### src/inc/burner_pkg.sv
package burner_pkg;
  // clock and timebase
  localparam int CLK_HZ      = 20_000_000;
  localparam int TICK_MS     = 10;
  localparam int TICK_CYCLES = CLK_HZ / 1000 * TICK_MS;

  // sequence times in ms, as printed
  localparam int AIR_WAIT_MS  = 60000;
  localparam int PREPURGE_MS  = 24000;
  localparam int STRAY_MS     = 5000;
  localparam int PREIGN_MS    = 3000;
  localparam int SAFETY_MS    = 3000;
  localparam int DELAY2_MS    = 12500;
  localparam int FAN_CHECK_MS = 2500;
  localparam int QUICK_MS     = 10000;
  localparam int HOLD_MS      = 3000;
  localparam int LIT_MS       = 10000;
  localparam int DARK_MS      = 600;
  localparam int CODE_MS      = 1200;
  localparam int SLOT_MS      = 200;
  localparam int DEB_MS       = 20;

  // the same times in ticks
  localparam int TMR_W          = 13;
  localparam int AIR_WAIT_TICKS = AIR_WAIT_MS / TICK_MS;
  localparam int PREPURGE_TICKS = PREPURGE_MS / TICK_MS;
  localparam int STRAY_TICKS    = STRAY_MS / TICK_MS;
  localparam int PREIGN_TICKS   = PREIGN_MS / TICK_MS;
  localparam int SAFETY_TICKS   = SAFETY_MS / TICK_MS;
  localparam int DELAY2_TICKS   = DELAY2_MS / TICK_MS;
  localparam int FAN_TICKS      = FAN_CHECK_MS / TICK_MS;
  localparam int QUICK_TICKS    = QUICK_MS / TICK_MS;
  localparam int HOLD_TICKS     = HOLD_MS / TICK_MS;
  localparam int LIT_TICKS      = LIT_MS / TICK_MS;
  localparam int DARK_TICKS     = DARK_MS / TICK_MS;
  localparam int CODE_TICKS     = CODE_MS / TICK_MS;
  localparam int SLOT_TICKS     = SLOT_MS / TICK_MS;
  localparam int DEB_TICKS      = DEB_MS / TICK_MS;

  // register map
  localparam logic [7:0] REG_CTRL    = 8'h00;
  localparam logic [7:0] REG_STATUS  = 8'h04;
  localparam int         CTRL_EN     = 0;
  localparam int         CTRL_RST    = 1;
  localparam logic       CTRL_EN_RST = 1'b1;
  localparam int         ST_STATE_LSB = 0;
  localparam int         ST_CAUSE_LSB = 12;
  localparam int         ST_ATTEMPT   = 15;
  localparam int         ST_MAINS     = 16;
  localparam int         ST_AIR       = 17;
  localparam int         ST_FLAME     = 18;

  typedef enum logic [11:0] {
    S_IDLE   = 12'h001,
    S_AIRCHK = 12'h002,
    S_AIRWT  = 12'h004,
    S_PURGE  = 12'h008,
    S_PREIGN = 12'h010,
    S_SAFETY = 12'h020,
    S_DELAY2 = 12'h040,
    S_RUN    = 12'h080,
    S_QUICK  = 12'h100,
    S_LOCK   = 12'h200,
    S_PWRFAN = 12'h400,
    S_UVLO   = 12'h800
  } state_t;

  typedef enum logic [2:0] {
    C_NONE   = 3'h0,
    C_SAFETY = 3'h1,
    C_STRAY  = 3'h2,
    C_WELD   = 3'h3,
    C_AIRTMO = 3'h4,
    C_AIROPN = 3'h5,
    C_FLLOSS = 3'h6,
    C_MANUAL = 3'h7
  } cause_t;

  typedef struct packed {
    logic second_stage_valve;
    logic first_stage_valve;
    logic ignition;
    logic fan;
  } loads_t;

  typedef struct packed {
    logic mains_low;
    logic mains_ok;
    logic demand;
    logic flame;
    logic air_flow_switch;
    logic remote_reset_button;
    logic int_button;
  } pins_t;

  localparam int PIN_N = $bits(pins_t);
endpackage : burner_pkg

### src/hdl/burner_lockout_sequencer.sv
// Chosen here: register access over Wishbone and the register addresses.
`timescale 1ns/1ps
module burner_lockout_sequencer
  import burner_pkg::*;
#(
  parameter int TICK_CYC   = TICK_CYCLES,
  parameter int AIR_WAIT_T = AIR_WAIT_TICKS
)(
  input  logic        clk_i,
  input  logic        rst_i,
  input  logic        wb_cyc_i,
  input  logic        wb_stb_i,
  input  logic        wb_we_i,
  input  logic [7:0]  wb_adr_i,
  input  logic [3:0]  wb_sel_i,
  input  logic [31:0] wb_dat_i,
  output logic [31:0] wb_dat_o,
  output logic        wb_ack_o,
  input  logic        int_button_i,
  input  logic        remote_reset_button_i,
  input  logic        air_flow_switch_i,
  input  logic        flame_i,
  input  logic        thermostat_i,
  input  logic        mains_above_187_i,
  input  logic        mains_below_160_i,
  input  logic [2:0]  nv_cause_i,
  output logic        nv_we_o,
  output logic [2:0]  nv_cause_o,
  output loads_t      loads_o,
  output logic        remote_lockout_signal_o,
  output logic        led_o
);
  localparam int         PW  = $clog2(TICK_CYC);
  localparam logic [PW-1:0] PRE_END = PW'(TICK_CYC - 1);

  state_t         state_q, state_d;
  cause_t         cause_q, cause_d;
  logic           attempt_q, attempt_d, init_q, nvwe_q, nvwe_d;
  logic [PW-1:0]  pre_q, pre_d;
  logic           tick;
  logic [TMR_W-1:0] tmr_q, tmr_d, lim, hold_q, hold_d;
  logic           btn, btn_q, man_rel, rst_req, active, tmr_end;
  pins_t          raw, in;
  loads_t         loads_q, loads_d;
  logic           ctrl_en_q, ctrl_en_d, swrst_q, swrst_d, ack_q, ack_d;
  logic [31:0]    dat_q, dat_d;

  // every sequencing input passes the conditioner first
  assign raw = '{mains_low: mains_below_160_i, mains_ok: mains_above_187_i,
                 demand: thermostat_i, flame: flame_i, air_flow_switch: air_flow_switch_i,
                 remote_reset_button: remote_reset_button_i, int_button: int_button_i};

  input_conditioner #(.N(PIN_N), .DEB(DEB_TICKS)) u_cond (
    .clk_i   (clk_i),
    .rst_i   (rst_i),
    .tick_i  (tick),
    .raw_i   (raw),
    .clean_o (in)
  );

  // both buttons share one function
  assign btn     = in.int_button | in.remote_reset_button;
  assign man_rel = btn_q && !btn && (hold_q > TMR_W'(HOLD_TICKS));
  assign rst_req = (btn_q && !btn) || swrst_q;
  assign active  = state_q inside {S_AIRCHK, S_AIRWT, S_PURGE, S_PREIGN, S_SAFETY, S_DELAY2, S_RUN};

  // duration of the current step
  always_comb begin
    lim = {TMR_W{1'b1}};
    case (state_q)
      S_AIRCHK, S_PWRFAN: lim = TMR_W'(FAN_TICKS);
      S_AIRWT:  lim = TMR_W'(AIR_WAIT_T);
      S_PURGE:  lim = TMR_W'(PREPURGE_TICKS);
      S_PREIGN: lim = TMR_W'(PREIGN_TICKS);
      S_SAFETY: lim = TMR_W'(SAFETY_TICKS);
      S_DELAY2: lim = TMR_W'(DELAY2_TICKS);
      S_QUICK:  lim = TMR_W'(QUICK_TICKS);
      default:  lim = {TMR_W{1'b1}};
    endcase
  end
  assign tmr_end = (tmr_q >= lim);

  // sequence: global aborts first, then per-step checks
  always_comb begin
    state_d   = state_q;
    cause_d   = cause_q;
    attempt_d = attempt_q;
    nvwe_d    = 1'b0;
    if (!init_q) begin
      cause_d = cause_t'(nv_cause_i); // stored cause survives power loss
    end else if (active && in.mains_low) begin
      state_d = S_UVLO;
    end else if (active && man_rel) begin
      state_d = S_LOCK;
      cause_d = C_MANUAL;
    end else if (active && !(in.demand && ctrl_en_q)) begin
      state_d = S_IDLE; // daily thermostat opening ends here
    end else begin
      unique case (state_q)
        S_IDLE: begin
          if (cause_q != C_NONE) begin
            state_d = S_PWRFAN;
          end else if (in.demand && ctrl_en_q && in.mains_ok) begin
            attempt_d = 1'b0;
            state_d   = in.air_flow_switch ? S_AIRCHK : S_AIRWT;
          end
        end
        S_AIRCHK: if (tmr_end) begin
          if (!attempt_q) begin
            state_d   = S_QUICK;
            attempt_d = 1'b1;
          end else begin
            // only a switch still closed at retry gets here; a running fan would close a sound one
            state_d = S_LOCK;
            cause_d = C_WELD;
          end
        end
        S_AIRWT: begin
          if (in.air_flow_switch) begin
            state_d = S_PURGE;
          end else if (tmr_end) begin
            state_d = S_LOCK;
            cause_d = C_AIRTMO;
          end
        end
        S_PURGE: begin
          if (!in.air_flow_switch) begin
            state_d = S_LOCK;
            cause_d = C_AIROPN;
          end else if (in.flame && tmr_q >= lim - TMR_W'(STRAY_TICKS)) begin
            state_d = S_LOCK;
            cause_d = C_STRAY;
          end else if (tmr_end) begin
            state_d = S_PREIGN;
          end
        end
        S_PREIGN, S_SAFETY, S_DELAY2, S_RUN: begin
          if (!in.air_flow_switch) begin
            state_d = S_LOCK;
            cause_d = C_AIROPN;
          end else if (state_q == S_SAFETY) begin
            if (tmr_end) begin
              state_d = in.flame ? S_DELAY2 : S_LOCK;
              cause_d = in.flame ? cause_q : C_SAFETY;
            end
          end else if (state_q != S_PREIGN && !in.flame) begin
            state_d = S_LOCK;
            cause_d = C_FLLOSS;
          end else if (tmr_end && state_q != S_RUN) begin
            state_d = (state_q == S_PREIGN) ? S_SAFETY : S_RUN;
          end
        end
        // the switch is judged with the fan stopped, before the retry spins it up again
        S_QUICK:  if (tmr_end) state_d = in.air_flow_switch ? S_AIRCHK : S_AIRWT;
        S_PWRFAN: if (tmr_end) state_d = S_LOCK;
        S_LOCK: begin
          if (rst_req) begin
            state_d = S_IDLE;
            cause_d = C_NONE;
            nvwe_d  = 1'b1;
          end
        end
        S_UVLO:   if (in.mains_ok) state_d = S_IDLE;
      endcase
    end
    if (state_d == S_LOCK && state_q != S_LOCK) begin
      nvwe_d = 1'b1;
    end
  end

  // loads follow the next state so they drop on the entering edge
  always_comb begin
    loads_d.fan                = state_d inside {S_AIRCHK, S_AIRWT, S_PURGE, S_PREIGN,
                                                 S_SAFETY, S_DELAY2, S_RUN, S_PWRFAN};
    loads_d.ignition           = state_d inside {S_PREIGN, S_SAFETY};
    loads_d.first_stage_valve  = state_d inside {S_SAFETY, S_DELAY2, S_RUN};
    loads_d.second_stage_valve = (state_d == S_RUN);
  end

  // timebase, step timer and button hold timer
  always_comb begin
    pre_d  = (pre_q == PRE_END) ? '0 : pre_q + 1'b1;
    tmr_d  = (state_d != state_q) ? '0 : (tmr_end ? tmr_q : tmr_q + TMR_W'(tick));
    hold_d = !btn ? '0 : ((hold_q > TMR_W'(HOLD_TICKS)) ? hold_q : hold_q + TMR_W'(tick));
  end
  assign tick = (pre_q == PRE_END);

  always_ff @(posedge clk_i) begin
    if (rst_i) begin
      state_q   <= S_IDLE;
      cause_q   <= C_NONE;
      attempt_q <= 1'b0;
      init_q    <= 1'b0;
      nvwe_q    <= 1'b0;
      loads_q   <= '0;
      pre_q     <= '0;
      tmr_q     <= '0;
      hold_q    <= '0;
      btn_q     <= 1'b0;
    end else begin
      state_q   <= state_d;
      cause_q   <= cause_d;
      attempt_q <= attempt_d;
      init_q    <= 1'b1;
      nvwe_q    <= nvwe_d;
      loads_q   <= loads_d;
      pre_q     <= pre_d;
      tmr_q     <= tmr_d;
      hold_q    <= hold_d;
      btn_q     <= btn;
    end
  end

  // wishbone slave: ack one cycle after the strobe, write on the acked edge
  always_comb begin
    ack_d     = wb_cyc_i && wb_stb_i && !ack_q;
    ctrl_en_d = ctrl_en_q;
    swrst_d   = 1'b0;
    dat_d     = 32'h0000_0000;
    if (wb_cyc_i && wb_stb_i && ack_q && wb_we_i && wb_sel_i[0] && wb_adr_i == REG_CTRL) begin
      ctrl_en_d = wb_dat_i[CTRL_EN];
      swrst_d   = wb_dat_i[CTRL_RST]; // software reset pulse, same path as the button
    end
    if (ack_d && !wb_we_i) begin
      if (wb_adr_i == REG_CTRL) begin
        dat_d[CTRL_EN] = ctrl_en_q;
      end else if (wb_adr_i == REG_STATUS) begin
        dat_d[ST_STATE_LSB +: 12]   = state_q;
        dat_d[ST_CAUSE_LSB +: 3]    = cause_q;
        dat_d[ST_ATTEMPT]           = attempt_q;
        dat_d[ST_MAINS]             = in.mains_ok;
        dat_d[ST_AIR]               = in.air_flow_switch;
        dat_d[ST_FLAME]             = in.flame;
      end
    end
  end

  always_ff @(posedge clk_i) begin
    if (rst_i) begin
      ack_q     <= 1'b0;
      ctrl_en_q <= CTRL_EN_RST;
      swrst_q   <= 1'b0;
      dat_q     <= 32'h0000_0000;
    end else begin
      ack_q     <= ack_d;
      ctrl_en_q <= ctrl_en_d;
      swrst_q   <= swrst_d;
      dat_q     <= dat_d;
    end
  end

  lockout_indicator u_ind (
    .clk_i    (clk_i),
    .rst_i    (rst_i),
    .tick_i   (tick),
    .locked_i (state_q == S_LOCK),
    .cause_i  (cause_q),
    .led_o    (led_o)
  );

  assign wb_ack_o                = ack_q;
  assign wb_dat_o                = dat_q;
  assign loads_o                 = loads_q;
  assign nv_we_o                 = nvwe_q;
  assign nv_cause_o              = cause_q;
  assign remote_lockout_signal_o = (state_q == S_LOCK);
endmodule : burner_lockout_sequencer

### src/hdl/input_conditioner.sv
`timescale 1ns/1ps
module input_conditioner
  import burner_pkg::*;
#(
  parameter int N   = PIN_N,
  parameter int DEB = DEB_TICKS
)(
  input  logic         clk_i,
  input  logic         rst_i,
  input  logic         tick_i,
  input  logic [N-1:0] raw_i,
  output logic [N-1:0] clean_o
);
  localparam logic [7:0] DEB_C = 8'(DEB);

  // per pin: two-stage synchroniser, then a tick-counted debounce
  for (genvar i = 0; i < N; i++) begin : g_pin
    logic       s1_q, s2_q, lvl_q, lvl_d;
    logic [7:0] cnt_q, cnt_d;

    always_comb begin
      lvl_d = lvl_q;
      cnt_d = 8'h00;
      if (s2_q != lvl_q) begin
        cnt_d = cnt_q + {7'h00, tick_i};
        if (cnt_q >= DEB_C) begin
          lvl_d = s2_q;
          cnt_d = 8'h00;
        end
      end
    end

    always_ff @(posedge clk_i) begin
      if (rst_i) begin
        s1_q  <= 1'b0;
        s2_q  <= 1'b0;
        lvl_q <= 1'b0;
        cnt_q <= 8'h00;
      end else begin
        s1_q  <= raw_i[i];
        s2_q  <= s1_q;
        lvl_q <= lvl_d;
        cnt_q <= cnt_d;
      end
    end

    assign clean_o[i] = lvl_q;
  end
endmodule : input_conditioner

### src/hdl/lockout_indicator.sv
`timescale 1ns/1ps
module lockout_indicator
  import burner_pkg::*;
(
  input  logic       clk_i,
  input  logic       rst_i,
  input  logic       tick_i,
  input  logic       locked_i,
  input  cause_t     cause_i,
  output logic       led_o
);
  localparam logic [10:0] DARK_AT = 11'(LIT_TICKS);
  localparam logic [10:0] CODE_AT = 11'(LIT_TICKS + DARK_TICKS);
  localparam logic [10:0] WRAP    = 11'(LIT_TICKS + DARK_TICKS + CODE_TICKS - 1);
  // eight slots fill the code window, so even the highest cause gets all of its flashes
  localparam logic [10:0] SLOT    = 11'(CODE_TICKS / 8);
  localparam logic [10:0] HALF    = 11'(CODE_TICKS / 16);

  logic [10:0] ph_q, ph_d, off;
  logic        led_q, led_d;

  // lit phase, dark gap, then one short flash per cause step
  always_comb begin
    off   = ph_q - CODE_AT;
    ph_d  = ph_q;
    led_d = 1'b0;
    if (locked_i) begin
      if (tick_i) begin
        ph_d = (ph_q == WRAP) ? 11'h000 : ph_q + 11'h001;
      end
      if (ph_q < DARK_AT) begin
        led_d = 1'b1;
      end else if (ph_q >= CODE_AT) begin
        led_d = ((off / SLOT) < {8'h00, cause_i}) && ((off % SLOT) < HALF);
      end
    end else begin
      ph_d = 11'h000;
    end
  end

  always_ff @(posedge clk_i) begin
    if (rst_i) begin
      ph_q  <= 11'h000;
      led_q <= 1'b0;
    end else begin
      ph_q  <= ph_d;
      led_q <= led_d;
    end
  end

  assign led_o = led_q;
endmodule : lockout_indicator

### config.mk
export PLATFORM = sky130hd
export DESIGN_NAME = burner_lockout_sequencer
export DESIGN_NICKNAME = d
export VERILOG_FILES = /design/src/inc/burner_pkg.sv /design/src/hdl/burner_lockout_sequencer.sv /design/src/hdl/input_conditioner.sv /design/src/hdl/lockout_indicator.sv
export SDC_FILE = /design/constraint.sdc
export NUM_CORES = 1
export LEC_CHECK = 0
export BUFFER_PORTS_ARGS = -buffer_cell sky130_fd_sc_hd__buf_2
export CAP_MARGIN = 20
export CORE_MARGIN = 2
export CORE_UTILIZATION = 30
export DETAILED_ROUTE_END_ITERATION = 10
export GPL_TIMING_DRIVEN = 0
export HOLD_SLACK_MARGIN = 0.15
export SLEW_MARGIN = 15
export SYNTH_ARGS = -nofsm -noshare
export SYNTH_HDL_FRONTEND = slang
export SYNTH_SLANG_ARGS = --single-unit
### constraint.sdc
create_clock -name clk_i -period 9.8 [get_ports clk_i]
set_input_delay 0.98 -clock clk_i [delete_from_list [all_inputs] [get_ports clk_i]]
set_output_delay 0.98 -clock clk_i [all_outputs]
set_load 0.005 [all_outputs]
# Word-level counts from Yosys, hierarchy flattened
# Index checks and enable logic that the tools add are counted.
[totals]
wordCells = 262
latch_bits = 0
rom_bits = 0
ram_bits = 0
reg_bits = 191
output_inout_bits = 43
input_bits = 59
memories = 0
[op_classes]
reduce_logical = 58
n_eq_ne = 50
n_shift = 0
addsub = 13
bitwise_logic = 16
magnitude_cmp = 14
muxes = 60
multipliers = 0
div_mod_pow = 2
[ops]
columns = ["cell", "count"]
rows = [
  ["12-bit 2-to-1 mux", 20],
  ["12-bit case mux with 9 select lines", 1],
  ["13-bit case mux with 6 select lines", 1],
  ["8-bit by 1-bit adder with 8-bit output", 7],
  ["8-bit by 2-bit greater-or-equal comparator with 1-bit output (second input constant)", 7],
  ["3-bit 2-to-1 mux", 17],
  ["13-bit by 1-bit adder with 13-bit output", 2],
  ["13-bit greater-or-equal comparator", 2],
  ["12-bit by 10-bit equality test with 1-bit output (second input constant)", 2],
  ["12-bit by 11-bit equality test with 1-bit output (second input constant)", 2],
  ["12-bit by 2-bit equality test with 1-bit output (second input constant)", 2],
  ["12-bit by 3-bit equality test with 1-bit output (second input constant)", 2],
  ["12-bit by 4-bit equality test with 1-bit output (second input constant)", 2],
  ["12-bit by 5-bit equality test with 1-bit output (second input constant)", 2],
  ["12-bit by 6-bit equality test with 1-bit output (second input constant)", 2],
  ["12-bit by 7-bit equality test with 1-bit output (second input constant)", 2],
  ["12-bit by 8-bit equality test with 1-bit output (second input constant)", 2],
  ["3-bit OR reduction", 7],
  ["10-bit 2-to-1 mux", 2],
  ["1-bit logical AND", 19],
  ["19-bit 2-to-1 mux", 1],
  ["18-bit by 1-bit adder with 18-bit output (second input constant)", 1],
  ["18-bit equality test (second input constant)", 1],
  ["6-bit inequality test (second input constant)", 3],
  ["other kinds (46)", 104],
]

# Depth between registers and ports, before layout
# Gate-level depths: netlist (run 1).
[depth]
word_depth = 17
depth_mapped = 34

# Modules after synthesis
# From an unflattened synthesis (run 1), not the netlist that was laid out.
[hier_totals]
cells_unflattened = 1277
hier_area_um2 = 10870.4
[modules_own_cells]
columns = ["mod", "area_per_inst_um2", "instances", "seq_area_each_um2", "cells_per_inst"]
rows = [
  ["burner_lockout_sequencer", 5665.4, 1, 1781.7, 703],
  ["lockout_indicator", 2697.6, 1, 240.2, 373],
  ["input_conditioner", 2507.4, 1, 1541.5, 201],
]

# Worst setup path after synthesis (run 1)
# OpenSTA, ideal clock, no wires.
[synth_timing]
path_kind = "reg2reg"
startpoint = "reg state_q[9]"
endpoint = "reg cause_q[0] (netlist: nv_cause_o[0])"
t_arrival_ns = 5.565
period_less_slack_ns = 5.692
setup_slack_ns = 4.108
stages_incl_launch_ff = 32
setup_ns = 0.128
path_cell_list = "dfxtp_1 > nor3_1 > and2_1 > clkbuf_1 > nand2_1 > or3_1 > nor4b_1 > nor2_1 > inv_1 > nor2_1 > nand3_1 > inv_1 > nor2_1 > ha_1 > nand2b_1 > a21oi_1 > o21a_1 > o21ai_0 > a21oi_1 > o21ai_0 > a21boi_0 > o21ai_0 > a21oi_1 > nor2_1 > clkbuf_1 > o21ai_0 > a22oi_1 > nor3_1 > o21ai_0 > mux2_2 > mux2i_1 > nor2_1"
[synth_between]
elab_chain_cells = 8
elab_cells_between_ends = 44
[synth_rtl]
columns = ["element", "line", "text"]
rows = [
  ["start: declaration", "burner_lockout_sequencer.sv:36", "state_t state_q, state_d;"],
  ["start signal: assignment", "burner_lockout_sequencer.sv:201", "state_q <= state_d;"],
  ["12-bit by 5-bit equality test with 1-bit output (tied with other cells)", "burner_lockout_sequencer.sv:65, burner_lockout_sequencer.sv:70, burner_lockout_sequencer.sv:99", ""],
  ["2-bit OR reduction (no source line) (tied with other cells)", "--", ""],
  ["13-bit case mux with 6 select lines or 3-bit 2-to-1 mux (tied branches)", "burner_lockout_sequencer.sv:70, burner_lockout_sequencer.sv:138", ""],
  ["13-bit by 9-bit subtractor with 13-bit output or 3-bit case mux with 5 select lines (tied branches)", "burner_lockout_sequencer.sv:130, burner_lockout_sequencer.sv:99", ""],
  ["13-bit greater-or-equal comparator or 3-bit 2-to-1 mux (tied branches)", "burner_lockout_sequencer.sv:130, burner_lockout_sequencer.sv:96", ""],
  ["1-bit logical AND or 3-bit 2-to-1 mux (tied branches)", "burner_lockout_sequencer.sv:130, burner_lockout_sequencer.sv:93", ""],
  ["5-bit inequality test (no source line) or 3-bit 2-to-1 mux (tied branches)", "--", ""],
  ["12-bit AND reduction (no source line) or 3-bit 2-to-1 mux (tied branches)", "--", ""],
  ["end signal: assignment", "burner_lockout_sequencer.sv:202", "cause_q <= cause_d;"],
  ["end: declaration", "burner_lockout_sequencer.sv:37", "cause_t cause_q, cause_d;"],
]
# Several ways; a longest one is shown, not always the timed one. The select of a mux whose other input is x is not followed.
# A chain may end at the register's enable or synchronous reset.

# Worst setup path in the final report (run 1)
[layout_timing]
startpoint = "reg state_q[9]"
endpoint = "reg tmr_q[5]"
[layout_between]
elab_chain_cells = 16
elab_cells_between_ends = 52
[layout_rtl]
columns = ["element", "line", "text"]
rows = [
  ["branches (longest 16 deep; another with 13-bit by 9-bit subtractor with 13-bit output)", "--", ""],
  ["end signal: assignment", "burner_lockout_sequencer.sv:208", "tmr_q <= tmr_d;"],
  ["end: declaration", "burner_lockout_sequencer.sv:41", "logic [TMR_W-1:0] tmr_q, tmr_d, lim, hold_q, hold_d;"],
]
# Several ways; the timed one is not identified.

==> impl_metrics.tcl, run 1 <==
set metrics [dict create \
    core_area_sq_mm 0.03262 \
    die_x_um 186.0 \
    layout_commonest_cell "dfxtp_1" \
    dr.pass1.iters 5 \
    hold_buffers 0 \
    period_share_pct 73.89 \
    via_per_inst 5.034 \
    cts_buffers 17 \
    grt_pass1_vias 8138 \
    grt_pass1_wl_um 42260 \
    whs_ns 0.4332 \
    avgSynthCellArea_sq_um 8.483 \
    relSlewSlack_pct 34.19 \
    routedWlPerCell_um 14.87 \
    critPathKind "flop to flop" \
    num_vias 8800 \
    final_cell_area_sq_mm 0.01155 \
    htreeDepth 4 \
    crit_required_ns 10.14 \
    path_clk_slew_ns 0.08 \
    layout_setup_ws_ns 2.559 \
    powerDensity_mw_per_mm2 131.2 \
    place_ws_ns 2.691 \
    synth.area.top_cells "dfxtp_1, ha_1, nor2_1" \
    clk_latency_ns 0.44 \
    hpwl_um 19850 \
    synth-async-reset-ratio_pct 0 \
    layout_common_cells "dfxtp_1, nor2_1, nand2_1, buf_2, ha_1" \
    fin_util_pct 35.40 \
    io_pins 102 \
    synth_top_area_cell "dfxtp_1" \
    hp-class "flop to flop" \
    yosysTopAreaCellShare_pct 35.84 \
    detail-route-antenna-nets 0 \
    cts_tree "yes" \
    power_leakage_nw 4.815 \
    initial_core_util_pct 30.48 \
    syn_area_sq_mm 0.009942 \
    clockBufferDepth 2 \
    wirelength_um 26000 \
    startpoint_type "flop" \
    ys_warn_count 0 \
    n_antenna_cell 0 \
    finalNetCount 1410 \
    drive_above_1_share_pct 11.10 \
    period_needed_ns 7.241 \
    placement.cell_area_sq_mm 0.01096 \
    clock_sinks 178 \
    status "completed" \
    crit_fanout 10 \
    synth_ff_type "dfxtp_1" \
    antenna_found_initial 0 \
    drt_iter0_drc 606 \
    portBuffers 55 \
    place.gp.congestion 0.9807 \
    tightestPinTransition_ns 0.9781 \
    fin_tns_setup_ns 0 \
    crit_slowest_cell "nor4b_1" \
    synth_edf_count 0 \
    grt_usage_pct 15.41 \
    grt_overflow_total 0 \
    synth_cells 1172 \
    layout.cells.non_filler 1748 \
    clockRootBuffer "clkbuf_16" \
    rows 66 \
    end_kind "flop" \
    die_area_sq_mm 0.03461 \
    synth_seq_cells 178 \
    fin_skew_ns 0.01887 \
    rsz0062_at_grt "false" \
    post_cts_buffers 0 \
    setup-violations-final 0 \
    drc 0 \
    fin_total_pwr_mw 1.515 \
    final-max-slew-violation-count 0 \
    max-vdd-ir-drop_uv 117.1 \
    dp_cells 1717 \
    hold_violations 0 \
    postCtsResizedCells 0 \
    arrival_ns 7.58 \
    syn_to_final_growth_pct 16.15 \
    crit_path_max_incr_delay_ns 0.71 \
    ys_types 92 \
    clock.fmax_mhz 138.1 \
    grt_max_degree 18 \
    maxCapViolCount 0 \
    seq_area_frac_synth_pct 35.84 \
    die_h_um 186.0 \
]
## metal layers
metal | part of all wire [%] | global-route usage, % | vias to the layer above
met2 | 43 | 23.30 | 278
met3 | 6.1 | 3.287 | 32
met1 | 49 | 21.60 | 4087
met4 | 2.0 | 5.228 | 0
met5 | 0 | 0 | -
li1 | - | - | 4403
## area by class of cell
type / instances / area [sq um]
multi-input combinational: 942 / 6115
sequential: 178 / 3563
inverter: 43 / 161.4
clock inverter: 12 / 143.9
clock buffer: 19 / 442.9
buffer: 56 / 285.3
timing repair buffer: 56 / 282.8
tap: 442 / 553.0
fill: 3385 / 21070
## path summary, 6_finish.rpt
kind	slack [ns]	to	start	cells after the start
worst min register to register	0.43	u_cond.g_pin[2].s2_q	u_cond.g_pin[2].s1_q	1
worst min-delay path	0.43	u_cond.g_pin[2].s2_q	u_cond.g_pin[2].s1_q	1
worst max-delay path	2.56	tmr_q[5]	state_q[9]	30
worst max register to register	2.56	tmr_q[5]	state_q[9]	30
## power breakdown
part	leakage, nW	internal [mW]	switching, mW
Clock	0.280	0.366	0.312
Sequential	1.45	0.738	0.00965
Combinational	3.08	0.0323	0.0559
Total	4.82	1.14	0.378
## kinds of logic (layout without fill, tap and decap cells)
group / count (synthesis) / in the layout / synth area share (%)
and+or+nand+nor: 515 / 515 / 27.32
other: 1 / 48 / 0.03772
xor gates and xnor gates: 71 / 71 / 6.255
AOI/OAI and AO/OA: 222 / 222 / 15.88
buffers and inverters: 99 / 186 / 4.493
DFF: 178 / 178 / 35.84
adders and majority gates: 57 / 57 / 7.173
muxes: 29 / 29 / 2.995
## worst max-delay path, delay by kind of cell, from the launching register on
kind	cells	cell delay, ns
simple gates	12	3.31
buf+inv	5	1.20
flops	1	0.44
fa+ha+maj	1	0.25
compound gates	12	1.94
## flip-flops by register name (all words and copies together), names as in the netlist
signal	flops
pre_q	18
u_cond.g_pin.s2_q	7
wb_dat_o	19
wb_ack_o	1
u_cond.g_pin.cnt_q	56
u_ind.ph_q	11
nv_cause_o	3
btn_q	1
u_ind.led_o	1
u_cond.g_pin.s1_q	7
swrst_q	1
state_q	12
hold_q	13
attempt_q	1
loads_o	4
nv_we_o	1
tmr_q	13
init_q	1
ctrl_en_q	1
u_cond.g_pin.lvl_q	7
## Yosys cell counts, types with 4 or more instances
| cell | count |
|---|---|
| ha_1 | 57 |
| o31a_1 | 5 |
| xnor2_1 | 42 |
| o31ai_1 | 6 |
| xor2_1 | 29 |
| mux2i_1 | 26 |
| o211ai_1 | 7 |
| o21a_1 | 6 |
| and4_1 | 5 |
| or3_1 | 14 |
| buf_1 | 4 |
| or2_2 | 4 |
| nand4b_1 | 5 |
| a211oi_1 | 10 |
| nor4_1 | 43 |
| o21ai_1 | 9 |
| nand4_1 | 19 |
| inv_1 | 41 |
| nor2_1 | 125 |
| and3_1 | 18 |
| a21o_1 | 8 |
| o22ai_1 | 4 |
| and2_1 | 47 |
| nor3b_1 | 5 |
| buf_4 | 13 |
| nand2b_1 | 7 |
| nor2b_1 | 27 |
| dfxtp_1 | 178 |
| clkbuf_1 | 33 |
| nor3_1 | 45 |
| nand3_1 | 41 |
| a21oi_1 | 39 |
| a22oi_1 | 4 |
| a31oi_1 | 7 |
| o2111ai_1 | 6 |
| o21ai_0 | 54 |
| nand2_1 | 85 |
Note: power is estimated with default switching activity, not from simulation.
==> inputs of run 2 (changes only) <==
--- a/config.mk
+++ b/config.mk
@@ -5,6 +5,7 @@
 export SDC_FILE = /design/constraint.sdc
 export NUM_CORES = 1
 export LEC_CHECK = 0
+export ABC_AREA = 1
 export BUFFER_PORTS_ARGS = -buffer_cell sky130_fd_sc_hd__buf_2
 export CAP_MARGIN = 20
 export CORE_MARGIN = 2
==> constraint.sdc (replaced) <==
create_clock -name clk_i -period 6.1 [get_ports clk_i]
set_input_delay 0.61 -clock clk_i [delete_from_list [all_inputs] [get_ports clk_i]]
set_output_delay 0.61 -clock clk_i [all_outputs]
set_load 0.005 [all_outputs]
==> impl_metrics.tcl, run 2 <==
set metrics [dict create \
    grt_max_degree 18 \
    synth_seq_cells 178 \
    final_cell_area_sq_mm 0.01147 \
    startpoint_type "flop" \
    synth_ff_type "dfxtp_1" \
    fin_skew_ns 0.02067 \
    syn_area_sq_mm 0.009628 \
    avgSynthCellArea_sq_um 7.316 \
    routedWlPerCell_um 12.80 \
    cts_tree "yes" \
    hp-class "input pin to flop" \
    syn_to_final_growth_pct 19.17 \
    synth.area.top_cells "dfxtp_1, inv_1, nor2_1" \
    critPathKind "flop to flop" \
    startpoint "state_q[3]" \
    wirelength_um 23890 \
    status "completed" \
    comb_power_share_pct 25.3 \
    ys_types 57 \
    max-vdd-ir-drop_uv 233.2 \
    synth_top_area_cell "dfxtp_1" \
    top_register "u_cond.g_pin.cnt_q" \
    dr.pass1.iters 5 \
    r2r_start "state_q[3]" \
    power_leakage_nw 5.160 \
    layout.cells.non_filler 1866 \
    detail-route-antenna-nets 0 \
    hpwl_um 18290 \
    relSlewSlack_pct 44.95 \
    swShare_pct 34.38 \
    crit_required_ns 6.47 \
    ys_top_cells_by_count "inv_1, nor2_1, dfxtp_1, nand2_1, nand3_1" \
    p_clk_share_pct 34.1 \
    via_per_inst 4.676 \
    die_h_um 183.1 \
    arrival_ns 6.10 \
    drt_iter0_drc 479 \
    switchingPower_mw 1.066 \
    seq_area_frac_synth_pct 37.01 \
    fin_total_pwr_mw 3.100 \
    die_area_sq_mm 0.03354 \
    synth-async-reset-ratio_pct 0 \
    crit_slowest_cell "dfxtp_4" \
    dp_cells 1820 \
    drive_above_1_share_pct 17.28 \
    crit_end "tmr_q[4]" \
    synth_cells 1316 \
    tightestPinTransition_ns 0.8190 \
    initial_core_util_pct 30.51 \
    portBuffers 55 \
    finalNetCount 1567 \
    setup-violations-final 0 \
    cp_top_family "simple AND/OR/NAND/NOR gates" \
    grt_overflow_total 0 \
    layout_common_cells "inv_1, nor2_1, dfxtp_1, nand2_1, nand3_1" \
    cp.depth 43 \
    clockRootBuffer "clkbuf_16" \
    whs_ns 0.3715 \
    maxCapViolCount 0 \
    crit_buf_inv 13 \
    clockBufferDepth 2 \
    num_vias 8726 \
    period_share_pct 94.01 \
    rows 65 \
    layout_commonest_cell "inv_1" \
    path_clk_slew_ns 0.08 \
    grt_pass1_wl_um 39080 \
    n_antenna_cell 0 \
    htreeDepth 4 \
    final-max-slew-violation-count 0 \
    drc 0 \
    cts_buffers 17 \
    r2r_slack_ns 0.37 \
    placement.cell_area_sq_mm 0.01060 \
    sequentialPowerShare_pct 40.7 \
    antenna_found_initial 0 \
    ys_warn_count 0 \
    yosysTopAreaCellShare_pct 37.01 \
    synth.most_common_cell "inv_1" \
    crit_path_max_incr_delay_ns 0.38 \
    largest_register_ffs 56 \
    intPower_mw 2.034 \
    end_kind "flop" \
    crit_top_cell "inv_2" \
    grt_pass1_vias 8014 \
    synth_edf_count 0 \
    place.gp.congestion 0.9528 \
    core_area_sq_mm 0.03156 \
    powerDensity_mw_per_mm2 270.2 \
    crit_fanout 5 \
    io_pins 102 \
    grt_usage_pct 14.55 \
    clock_sinks 178 \
    die_x_um 183.1 \
    r2r_end "tmr_q[4]" \
    period_needed_ns 5.735 \
    hold_violations 0 \
    clk_latency_ns 0.45 \
    rr_worst_depth 43 \
    clock.fmax_mhz 174.4 \
]
-- run 2: cell count changes in the layout (fill, tap and decap cells not counted), moves of 24 or more --
cell      change
clkbuf_1     -24
nor2b_1      -27
nor2_1       +58
inv_1       +152
and2_1       -47
mux2i_1      -26
nand2_1      +83
nand3_1      +32
xnor2_1      -29
nand2_2      +28
-- run 2: how the worst min path moves through the flow --
stage                              start                   end  slack, ns  depth (start not counted)
global route           mains_above_187_i  u_cond.g_pin[5].s1_q       0.37                          3
floorplan           u_cond.g_pin[0].s1_q  u_cond.g_pin[0].s2_q       0.39                          2
CTS                         thermostat_i  u_cond.g_pin[4].s1_q       0.36                          3
global placement    u_cond.g_pin[1].s1_q  u_cond.g_pin[1].s2_q       0.40                          2
finish                      thermostat_i  u_cond.g_pin[4].s1_q       0.37                          3
detailed placement  u_cond.g_pin[0].s1_q  u_cond.g_pin[0].s2_q       0.39                          2
-- run 2: power by group through the flow --
stage	registers [mW]	clock network, mW	logic [mW]
floorplan	1.26	0	0.469
global placement	1.28	0	0.646
detailed placement	1.28	0	0.651
CTS	1.26	1.09	0.687
global route	1.27	1.14	0.868
finish	1.26	1.06	0.783
-- run 2: kinds of logic (layout without fill, tap and decap cells) --
family / count (synthesis) / count (layout) / share of synthesized area [%]
AOI/OAI and AO/OA: 196 / 196 / 12.62
adders and majority gates: 57 / 57 / 7.407
buffers and inverters: 250 / 351 / 10.29
and+or+nand+nor: 602 / 602 / 29.72
xor gates and xnor gates: 32 / 32 / 2.911
other: 1 / 48 / 0.03895
DFF: 178 / 178 / 37.01
-- run 2: layout make-up --
class / instances / area, sq um
inverters: 222 / 835.8
well taps: 402 / 503.0
clock buffers: 19 / 442.9
fillers: 3317 / 20080
flip-flops and latches: 178 / 3578
repair buffers: 70 / 387.9
plain buffers: 27 / 161.4
multi-input cells: 935 / 5443
clock inverters: 13 / 121.4
-- run 2: repair_timing --
action / in CTS / in global routing
hold endpoints to repair: 0 / 0
setup buffers: 5 / 10
gates resized for setup: 18 / 62
hold buffers: 0 / 0
pin swaps: 3 / 14
setup endpoints to repair: 20 / 20
-- run 2: metrics by stage --
| stage | worst slack [ns] | util (%) | TNS, ns |
|---|---|---|---|
| after floorplan | 0.7947 | - | 0 |
| after global placement | -1.271 | 33.54 | -18.79 |
| after detailed placement | -1.089 | 33.58 | -15.38 |
| after CTS | 0.03620 | 35.66 | 0 |
| after global routing | -0.04882 | 36.36 | -0.1460 |
| final | 0.3651 | 36.36 | 0 |
-- run 2: worst register-to-register path, delay by kind of cell (launching register included) --
kind / cells / cell delay, ns
AND/OR/NAND/NOR: 18 / 2.20
AO/OA/AOI/OAI: 9 / 1.27
buffers and inverters: 13 / 1.13
adder cells (fa/ha/maj): 3 / 0.69
flip-flops: 1 / 0.38
-- run 2: metal layers --
metal / GRT usage, % / wire [um]
met1: 20.10 / 11820
met2: 22.74 / 10340
met3: 3.296 / 1385
met4: 4.064 / 345
met5: 0 / 0
